### src/hdl/dcl_pkg.sv
package dcl_pkg;
   // ---------------------------------------------------------------
   // Register map
   // ---------------------------------------------------------------
   localparam logic [3:0] CTRL_IDX = 4'h0; // Control register index
   localparam logic [3:0] CODE_IDX = 4'h1; // Sample register index
   localparam logic [5:0] CTRL_ADDR = 6'h00; // Byte address, index * 4
   localparam logic [5:0] CODE_ADDR = 6'h04; // Byte address, index * 4
   localparam int EN_BIT = 0;   // Converter enable
   localparam int PIN_BIT = 6;  // Pin output enable
   localparam int STBY_BIT = 7; // Run in standby
   localparam logic [7:0] CTRL_MASK = 8'hC1; // Implemented control bits
   localparam logic [7:0] CTRL_RST = 8'h00;
   localparam logic [7:0] CODE_RST = 8'h00;
   // ---------------------------------------------------------------
   // Timing
   // ---------------------------------------------------------------
   localparam int CLK_MHZ = 100;
   localparam int STARTUP_NS = 1000; // Analog start-up time
   localparam int STARTUP_CYC = (STARTUP_NS * CLK_MHZ + 999) / 1000;
   localparam int CNT_W = 8;
   // ---------------------------------------------------------------
   // Sleep modes
   // ---------------------------------------------------------------
   typedef enum logic [1:0] {
      DCL_ACTIVE = 2'h0,
      DCL_IDLE = 2'h1,
      DCL_STANDBY = 2'h2,
      DCL_PDOWN = 2'h3
   } dcl_sleep_t;
   // Power state machine, Gray along off, start, run
   typedef enum logic [1:0] {
      DCL_OFF = 2'h0,
      DCL_START = 2'h1,
      DCL_RUN = 2'h3
   } dcl_pwr_t;
endpackage : dcl_pkg

### src/hdl/dcl_pwr_if.sv
`timescale 1ns/1ps
// Power request and status between the top and the power sequencer
interface dcl_pwr_if;
   logic want_on;  // Converter should be powered
   logic ready;    // Start-up time has passed
   logic powered;  // Analog core is powered
   modport ctl (output want_on, input ready, input powered);
   modport seq (input want_on, output ready, output powered);
endinterface : dcl_pwr_if

### src/hdl/dcl_pwr_seq.sv
`timescale 1ns/1ps
// Power sequencer: counts the start-up time after power is applied
module dcl_pwr_seq (
   input wire logic clk_i,
   input wire logic rst_i,
   input wire logic ce_i,
   dcl_pwr_if.seq pwr
);
   // ---------------------------------------------------------------
   // State
   // ---------------------------------------------------------------
   dcl_pkg::dcl_pwr_t state_r; // Power state
   logic [dcl_pkg::CNT_W-1:0] cnt_r; // Start-up counter

   // Sequencing; dropping the request always powers down at once
   always_ff @(posedge clk_i) begin
      if (rst_i) begin
         state_r <= dcl_pkg::DCL_OFF;
         cnt_r <= '0;
      end else if (ce_i) begin
         case (state_r)
            dcl_pkg::DCL_OFF: begin
               cnt_r <= '0;
               if (pwr.want_on) begin
                  state_r <= dcl_pkg::DCL_START;
               end
            end
            dcl_pkg::DCL_START: begin
               // Wait out the start-up time before converting
               if (!pwr.want_on) begin
                  state_r <= dcl_pkg::DCL_OFF;
               end else if (cnt_r ==
                  dcl_pkg::CNT_W'(dcl_pkg::STARTUP_CYC - 1)) begin
                  state_r <= dcl_pkg::DCL_RUN;
               end else begin
                  cnt_r <= cnt_r + 1'b1;
               end
            end
            dcl_pkg::DCL_RUN: begin
               if (!pwr.want_on) begin
                  state_r <= dcl_pkg::DCL_OFF;
               end
            end
            default: begin
               state_r <= dcl_pkg::DCL_OFF;
            end
         endcase
      end
   end

   assign pwr.powered = (state_r != dcl_pkg::DCL_OFF);
   assign pwr.ready = (state_r == dcl_pkg::DCL_RUN);
endmodule : dcl_pwr_seq

### src/hdl/dcl_top.sv
// The Wishbone interface to the registers was chosen for this implementation.
`timescale 1ns/1ps
module dcl_top #(
   parameter bit HAS_PIN = 1'b1 // Set only for instance zero
) (
   input wire logic clk_i,
   input wire logic rst_i,
   input wire logic ce_i,
   // Wishbone classic slave
   input wire logic wb_cyc_i,
   input wire logic wb_stb_i,
   input wire logic wb_we_i,
   input wire logic [5:0] wb_adr_i,
   input wire logic [3:0] wb_sel_i,
   input wire logic [31:0] wb_dat_i,
   output logic [31:0] wb_dat_o,
   output logic wb_ack_o,
   output logic wb_err_o,
   // System state
   input wire logic [1:0] sleep_mode_i, // Sleep mode, same clock
   input wire logic clk_per_avail_i,    // Peripheral clock kept in sleep
   input wire logic debug_halt_i,       // CPU halted by the debugger
   // Analog side
   output logic [7:0] conv_code_o,   // Code held by the converter
   output logic conv_start_o,        // One-cycle conversion start
   output logic conv_power_o,        // Converter core powered
   output logic buf_power_o,         // Output buffer powered
   output logic pin_route_o,         // Result routed to pin
   output logic internal_valid_o     // Result offered to AC and ADC
);
   // ---------------------------------------------------------------
   // Registers
   // ---------------------------------------------------------------
   logic [7:0] ctrl_r;  // Control register, implemented bits only
   logic [7:0] code_r;  // Sample register
   logic ack_r;         // Bus acknowledge
   logic err_r;         // Bus error for unmapped address
   logic [31:0] rdat_r; // Read data
   logic pend_r;        // Conversion owed once converter is ready
   logic start_r;       // Conversion start pulse
   logic [7:0] conv_r;  // Code latched into the converter
   logic cpow_r;        // Converter power output
   logic bpow_r;        // Buffer power output
   logic pin_r;         // Pin route output
   logic ival_r;        // Internal valid output
   dcl_pwr_if pwr ();   // Power sequencer link

   // Decode
   logic req;
   logic hit_ctrl;
   logic hit_code;
   logic wr_ctrl;
   logic wr_code;
   logic en_rise;
   logic sleep_off;
   logic [7:0] ctrl_nxt;
   assign req = wb_cyc_i && wb_stb_i && !ack_r && !err_r;
   assign hit_ctrl = (wb_adr_i == dcl_pkg::CTRL_ADDR);
   assign hit_code = (wb_adr_i == dcl_pkg::CODE_ADDR);
   assign wr_ctrl = req && wb_we_i && hit_ctrl && wb_sel_i[0];
   assign wr_code = req && wb_we_i && hit_code && wb_sel_i[0];
   assign ctrl_nxt = wb_dat_i[7:0] & dcl_pkg::CTRL_MASK;
   assign en_rise = wr_ctrl && ctrl_nxt[dcl_pkg::EN_BIT]
      && !ctrl_r[dcl_pkg::EN_BIT];

   // ---------------------------------------------------------------
   // Bus slave
   // ---------------------------------------------------------------
   // One-cycle answer; ack and err drop the cycle after they rise
   always_ff @(posedge clk_i) begin
      if (rst_i) begin
         ack_r <= 1'b0;
         err_r <= 1'b0;
         rdat_r <= 32'h0000_0000;
      end else if (ce_i) begin
         ack_r <= req && (hit_ctrl || hit_code);
         err_r <= req && !(hit_ctrl || hit_code);
         if (req && !wb_we_i) begin
            // Only the low byte lane carries data; the rest read zero
            if (hit_ctrl) begin
               rdat_r <= {24'h00_0000, ctrl_r};
            end else if (hit_code) begin
               rdat_r <= {24'h00_0000, code_r};
            end else begin
               rdat_r <= 32'h0000_0000;
            end
         end
      end
   end

   // Control register; reserved bits never stored
   always_ff @(posedge clk_i) begin
      if (rst_i) begin
         ctrl_r <= dcl_pkg::CTRL_RST;
      end else if (ce_i && wr_ctrl) begin
         ctrl_r <= ctrl_nxt;
      end
   end

   // Sample register
   always_ff @(posedge clk_i) begin
      if (rst_i) begin
         code_r <= dcl_pkg::CODE_RST;
      end else if (ce_i && wr_code) begin
         code_r <= wb_dat_i[7:0];
      end
   end

   // ---------------------------------------------------------------
   // Power control
   // ---------------------------------------------------------------
   // Debug halt is deliberately ignored here
   logic [1:0] unused_dbg;
   assign unused_dbg = {debug_halt_i, 1'b0};
   // Sleep states in which the analog core must be off
   always_comb begin
      case (dcl_pkg::dcl_sleep_t'(sleep_mode_i))
         dcl_pkg::DCL_PDOWN: sleep_off = 1'b1;
         dcl_pkg::DCL_STANDBY: sleep_off =
            !(ctrl_r[dcl_pkg::STBY_BIT] && clk_per_avail_i);
         default: sleep_off = 1'b0;
      endcase
   end
   assign pwr.want_on = ctrl_r[dcl_pkg::EN_BIT] && !sleep_off;

   dcl_pwr_seq u_seq (
      .clk_i(clk_i),
      .rst_i(rst_i),
      .ce_i(ce_i),
      .pwr(pwr)
   );

   // ---------------------------------------------------------------
   // Conversion start
   // ---------------------------------------------------------------
   // A start owed from enabling or from waking waits for start-up time,
   // so a write landing during start-up is not lost
   always_ff @(posedge clk_i) begin
      if (rst_i) begin
         pend_r <= 1'b0;
         start_r <= 1'b0;
         conv_r <= 8'h00;
      end else if (ce_i) begin
         start_r <= 1'b0;
         if (pwr.ready && (pend_r || wr_code)) begin
            // write while running converts at once
            start_r <= 1'b1;
            conv_r <= wr_code ? wb_dat_i[7:0] : code_r;
            pend_r <= 1'b0;
         end else if (en_rise) begin
            pend_r <= 1'b1;
         end else if (!pwr.powered && ctrl_r[dcl_pkg::EN_BIT]) begin
            pend_r <= 1'b1; // reconvert after wake
         end else if (!ctrl_r[dcl_pkg::EN_BIT]) begin
            pend_r <= 1'b0;
         end
      end
   end

   // Registered analog controls
   always_ff @(posedge clk_i) begin
      if (rst_i) begin
         cpow_r <= 1'b0;
         bpow_r <= 1'b0;
         pin_r <= 1'b0;
         ival_r <= 1'b0;
      end else if (ce_i) begin
         cpow_r <= pwr.powered;
         bpow_r <= HAS_PIN && pwr.powered
            && ctrl_r[dcl_pkg::PIN_BIT];
         pin_r <= HAS_PIN && pwr.ready && ctrl_r[dcl_pkg::PIN_BIT];
         ival_r <= pwr.ready;
      end
   end

   assign wb_ack_o = ack_r;
   assign wb_err_o = err_r;
   assign wb_dat_o = rdat_r;
   assign conv_code_o = conv_r;
   assign conv_start_o = start_r;
   assign conv_power_o = cpow_r;
   assign buf_power_o = bpow_r;
   assign pin_route_o = pin_r;
   assign internal_valid_o = ival_r;
endmodule : dcl_top
### config.mk
export PLATFORM = sky130hd
export DESIGN_NAME = dcl_top
export DESIGN_NICKNAME = d
export VERILOG_FILES = /design/src/hdl/dcl_pkg.sv /design/src/hdl/dcl_pwr_if.sv /design/src/hdl/dcl_pwr_seq.sv /design/src/hdl/dcl_top.sv
export SDC_FILE = /design/constraint.sdc
export NUM_CORES = 1
export LEC_CHECK = 0
export ABC_AREA = 1
export BUFFER_PORTS_ARGS = -buffer_cell sky130_fd_sc_hd__buf_2
export CAP_MARGIN = 5
export CORE_MARGIN = 8
export CORE_UTILIZATION = 44
export DETAILED_ROUTE_END_ITERATION = 10
export PLACE_DENSITY = 0.87
export SETUP_SLACK_MARGIN = 0.3
export SLEW_MARGIN = 20
export SYNTH_ARGS = -nofsm -noshare
export SYNTH_HDL_FRONTEND = slang
export SYNTH_SLANG_ARGS = --single-unit
### constraint.sdc
create_clock -name clk_i -period 1.5 [get_ports clk_i]
set_clock_uncertainty 0.15 [all_clocks]
set_input_delay 0.225 -clock clk_i [delete_from_list [all_inputs] [get_ports clk_i]]
set_output_delay 0.225 -clock clk_i [all_outputs]
set_load 0.03 [all_outputs]
Yosys cells after proc, flatten, opt, wreduce, memory -nomap -nowiden

Cells that the tools add are included.
Widths: inputs -> output; s select.

Input port bits: 52
Output and inout bits: 47
Memories kept: 0
Bits in writable memories: 0
Bits in read-only memories: 0
Latch bits: 0
Register bits after elaboration: 69
Word-level logic and storage cells: 84

Eq/ne operators: 12
Magnitude comparators: 0
Add/sub/neg operators: 1
Multiply operators: 0
Bitwise logic cells: 0
Div/mod/pow operators: 0
Multiplexer cells: 17
Shift-type cells: 0
Reductions and logical operators: 40

Operators with widths:

| kind                | count |
|---|---|
| $mux 8              | 5 |
| $logic_and 1x1->1   | 21 |
| $pmux 8 s2          | 1 |
| $add 8x1->8 const B | 1 |
| $eq 8x7->1 const B  | 1 |
| $logic_not 1->1     | 8 |
| $mux 2              | 4 |
| $reduce_and 4->1    | 2 |
| $eq 2x2->1 const B  | 3 |
| $eq 6x3->1 const B  | 1 |
| $logic_not 6->1     | 1 |
| $pmux 2 s3          | 1 |
| $reduce_and 2->1    | 3 |
| $mux 1              | 5 |
| $ne 2x1->1 const B  | 2 |
| $ne 2x2->1 const B  | 2 |
| $ne 4x1->1 const B  | 1 |
| $reduce_bool 2->1   | 2 |
| $ne 3x3->1 const B  | 1 |
| $eq 2x1->1 const B  | 1 |
| $logic_not 2->1     | 1 |
| $logic_or 1x1->1    | 2 |
| $pmux 1 s2          | 1 |

Longest topological paths before layout

Word-level depth: 10
Mapped depth: 10
Gate-level depth less buffers: 10

Cells and area by module

A second synthesis with hierarchy kept.

Cells, all modules: 356
Area, all modules: 2451.1 um^2

By module, submodules not included:

| module      | cells each | area each (um^2) | times used | seq. area each (um^2) |
|---|---|---|---|---|
| dcl_top     | 249        | 1761.7           | 1          | 700.7 |
| dcl_pwr_seq | 107        | 689.4            | 1          | 200.2 |

Worst setup path before layout

No wires, ideal clock.

Kind: register -> register
From: register err_r, in the netlist wb_err_o
To: register conv_r[3], in the netlist conv_code_o[3]
Arrival time: 1370 ps
Path slack: -132 ps
Setup time: 113 ps
Stages on the path, launching flop included: 10
Buffers on the path: 1
Clock period less this slack: 1632 ps
Data required time: 1237 ps
Cells stage by stage: dfxtp_1 > nor2_2 > nand2_4 > nor2_8 > nand2_8 > nand2_4 > nand2_4 > buf_6 > nor2_1 > nor2_1

Longest elaborated chain between the ends: 8
Elaborated cells between the ends (all ways): 9
Classes of those cells: 1 x mux; 8 x reduce/logical

Ends and longest elaborated chain:

| item                              | RTL line       | RTL |
|---|---|---|
| from (decl)                       | dcl_top.sv:37  | `logic err_r;` |
| from (signal assigned)            | dcl_top.sv:77  | `err_r <= req && !(hit_ctrl \|\| hit_code);` |
| $logic_not 1->1 *                 | dcl_top.sv:57  | `assign req = wb_cyc_i && wb_stb_i && !ack_r && !err_r;` |
| $logic_and 1x1->1 *               | dcl_top.sv:57  |  |
| $logic_and 1x1->1 * (3 in series) | dcl_top.sv:61  | `assign wr_code = req && wb_we_i && hit_code && wb_sel_i[0];` |
| $logic_or 1x1->1                  | dcl_top.sv:145 | `if (pwr.ready && (pend_r \|\| wr_code)) begin` |
| $logic_and 1x1->1                 | dcl_top.sv:145 |  |
| $reduce_and 2->1 (no line)        | --             |  |
| to (signal assigned)              | dcl_top.sv:148 | `conv_r <= wr_code ? wb_dat_i[7:0] : code_r;` |
| to (decl)                         | dcl_top.sv:41  | `logic [7:0] conv_r;` |

Every way passes the cells marked *; elsewhere a longest branch is shown, timed or not.
A chain may end at the register's enable or synchronous reset.

Final worst setup path

From: register u_seq.cnt_r[1] in the netlist's numbering
To: register u_seq.cnt_r[5] in the netlist's numbering

Longest elaborated chain between the ends: 4
Elaborated cells between the ends (all ways): 7
Classes of those cells: 1 x add/sub; 2 x eq/ne; 3 x mux; 1 x reduce/logical

Ends and longest elaborated chain:

| item                   | RTL line          | RTL |
|---|---|---|
| from (decl)            | dcl_pwr_seq.sv:13 | `logic [dcl_pkg::CNT_W-1:0] cnt_r;` |
| from (signal assigned) | dcl_pwr_seq.sv:36 | `cnt_r <= cnt_r + 1'b1;` |
| $add 8x1->8            | dcl_pwr_seq.sv:36 |  |
| $mux 8                 | dcl_pwr_seq.sv:32 | `end else if (cnt_r ==` |
| $mux 8                 | dcl_pwr_seq.sv:30 | `if (!pwr.want_on) begin` |
| $pmux 8 s2             | dcl_pwr_seq.sv:21 | `case (state_r)` |

Several ways; a longest one is shown, not always the timed one. The select of a mux whose other input is x is not followed.

==> qor.csv <==
stage,metric,value,unit
yosys,synth_top_cell_area_share,36.8,%
route,antenna_left,0,
route,viasPerCell,5.20,
yosys,synth_top_area_cell,dfxtp_1,
global_route,grt_pass1_vias,2693,
route,routed_wl,8660,um
clock_network,cts-root-buf,clkbuf_8,
critical_path,startpoint_type,flop,
clock_network,clk_latency,0.32,ns
yosys,ys_seq_elements,45,
power_and_ir_drop,power.total,2.60,mW
route,wire_per_inst,16.8,um
power_and_ir_drop,power_leakage,1.60,nW
power_and_ir_drop,irDropWorstVdd,794,uV
global_route,grt_antenna_before_repair,0,
yosys,yosys-top-cells-count,"nand2_1, nor2_1, dfxtp_1",
critical_path,max_stage_delay,0.39,ns
finish,final_cells,517,
yosys,ys_warn_count,0,
critical_path,critPathRequiredTime,1.61,ns
yosys,syn_avg_cell_area,6.83,sq um
critical_path,path_delay_family,simple AND/OR/NAND/NOR gates,
power_and_ir_drop,p_per_area,699,mW/mm^2
clock_network,clk_pin_slew_worst_paths,0.10,ns
timing,worst_slack,-0.0458,ns
clock_network,cts_tree,done,
yosys,synth_top_flop_cell,dfxtp_1,
timing,rsz0062_at_grt,yes,
critical_path,path_buf_inv,2,
finish,drive_gt1_share,50.6,%
critical_path,cp-end-kind,flop,
yosys,ys_async_sr_fraction,0,%
placement,dp.cells,489,
route,via_count,2690,
yosys,synth_edf_count,0,
clock_network,cts_buffers,5,
timing,fin_crit_sh,103,%
timing,finalCriticalPeriod,1.55,ns
timing,hold_viol,0,
worst_hold_path,worst_hold_path_type,in -> reg,
status,failed_checks,negative setup slack,
critical_path,path_cells,"ha_4, nand2_2, nor2_2, nand2_2, nand3_4, buf_6, buf_6, nand3_2, a21oi_2",
yosys,synthTopCellsByArea,"dfxtp_1, nand2_1, nor2_1",
floorplan,die_h,90.6,um
floorplan,die_w,90.6,um
finish,nets,497,
clock_network,clk_path_buf_depth,2,
flow_run,cap_violations,0,
global_route,grt_pass1_wl,12300,um
global_route,overflow,0,
critical_path,critical_path_class,reg -> reg,
clock_network,cts_num_sinks,45,
yosys,mappedNetlistArea,0.00245,sq mm
critical_path,cp_max_fo,6,
floorplan,die_area,0.00820,sq mm
timing,drv_slew,0,
route,dr.pass1.iters,4,
finish,n_fill_cell,401,
floorplan,core-area,0.00544,sq mm
yosys,synth_cell_types,33,
status,status,finished with violations,
finish,syn2layout_area_growth,52.1,%
placement,place.gp.congestion,0.850,
critical_path,worst_path_max_delay_cell,dfxtp_4,
yosys,yosysSeqAreaShare,36.8,%
route,drc_errors,0,
floorplan,io_pins,99,
floorplan,start_util,45.0,%
yosys,synthCells,358,
timing,setup_viol,3,
yosys,synth_most_common_cell,nand2_1,
finish,diodes,0,
placement,hpwl,4780,um
global_route,grt_max_degree,18,
timing,max_freq,647,MHz
global_route,track_usage,18.1,%
route,drt_iter0_drc,165,
critical_path,worstPathArrival,1.66,ns
clock_network,ctsHoldBuffers,0,
placement,portBuffers,46,
floorplan,num_rows,27,
clock_network,htree_num_levels,2,
## what timing repair did
item | in CTS | in global routing
gates resized for setup | 77 | 115
endpoints found under the setup margin | 65 | 58
pin swaps | 33 | 44
gates cloned | 2 | 1
hold endpoints to repair | 0 | 0
buffers inserted | 10 | 7
## per-layer routing
| metal | GRT usage [%] | vias to the layer above | wire, um |
|---|---|---|---|
| met5 | 0 | - | 0 |
| li1 | - | 1259 | - |
| met3 | 4.66 | 39 | 462 |
| met2 | 34.0 | 110 | 4670 |
| met4 | 10.8 | 0 | 418 |
| met1 | 17.3 | 1282 | 3110 |
## cell type report
class	instances	area, sq um	area share (%)
Clock buffer	6	72.6	1.95
Timing Repair Buffer	85	733	19.7
Tap cell	72	90.1	2.42
Inverter	36	158	4.24
Multi-Input combinational cell	271	1690	45.4
Sequential cell	45	943	25.4
Clock inverter	2	35.0	0.941
## sequential cells by signal (all words and copies together) (netlist names)
register and flops:
buf_power_o 1, code_r 8, conv_code_o 8, conv_power_o 1, conv_start_o 1, ctrl_r 3, internal_valid_o 1, pend_r 1
pin_route_o 1, u_seq.cnt_r 8, u_seq.state_r 2, wb_ack_o 1, wb_dat_o 8, wb_err_o 1
## cells in the final DEF (no fill, tap or decap), drive strengths merged
master  Yosys  routed
ha          1       1
nand4       1       1
clkbuf      1       6
xnor2       1       1
inv        36      36
nand3      24      24
a21oi      24      24
o21ai      15      15
a221oi      1       1
nand2      97     100
dfxtp      45      45
clkinv      0       1
xor2        1       1
nand3b      1       1
bufinv      0       1
o21bai      1       1
buf        31      85
a31oi       1       1
nor3        2       2
conb        1      24
a211oi      1       1
nor2       73      73
## stage by stage
| step | utilization [%] | setup TNS [ns] | worst slack [ns] | hold slack [ns] | cell area, sq um |
|---|---|---|---|---|---|
| finish | 68.4 | -0.0795 | -0.0458 | 0.0199 | 3720 |
| global route | 68.4 | -0.824 | -0.0829 | 0.0416 | 3720 |
| CTS | 60.9 | 0 | 0.0534 | 0.0250 | 3310 |
| detailed placement | 52.4 | -0.956 | -0.0877 | 0.303 | 2850 |
| global placement | 52.4 | -0.0598 | -0.0161 | 0.298 | 2850 |
| floorplan | - | -0.294 | -0.0375 | 0.221 | 2580 |
## final timing paths
| check | cells after the start | from | end | slack [ns] |
|---|---|---|---|---|
| max | 9 | u_seq.cnt_r[1] | u_seq.cnt_r[5] | -0.05 |
| max reg2reg | 9 | u_seq.cnt_r[1] | u_seq.cnt_r[5] | -0.05 |
| min reg2reg | 2 | pin_route_o | pin_route_o | 0.33 |
| min | 3 | wb_dat_i[5] | code_r[5] | 0.02 |
## worst register-to-register path: cells and delay by family (launching register included)
| kind | cells | cell delay (ns) |
|---|---|---|
| AOI/OAI and AO/OA | 1 | 0.12 |
| and+or+nand+nor | 5 | 0.47 |
| DFF | 1 | 0.39 |
| adders and majority gates | 1 | 0.14 |
| buffers and inverters | 2 | 0.23 |
## cells by family after synthesis
group                      synth area share [%]
other                                     0.153
buffers and inverters                      15.1
xor gates and xnor gates                  0.716
adders and majority gates                 0.511
AOI/OAI and AO/OA                          9.51
DFF                                        36.8
and+or+nand+nor                            37.1
## report_power, final
group | switching [mW] | internal (mW) | total [mW]
sequential | 0.0203 | 1.21 | 1.23
clock | 0.457 | 0.495 | 0.953
combinational | 0.295 | 0.123 | 0.418
total | 0.772 | 1.83 | 2.60
No activity file was read; power rests on OpenSTA's default activity.
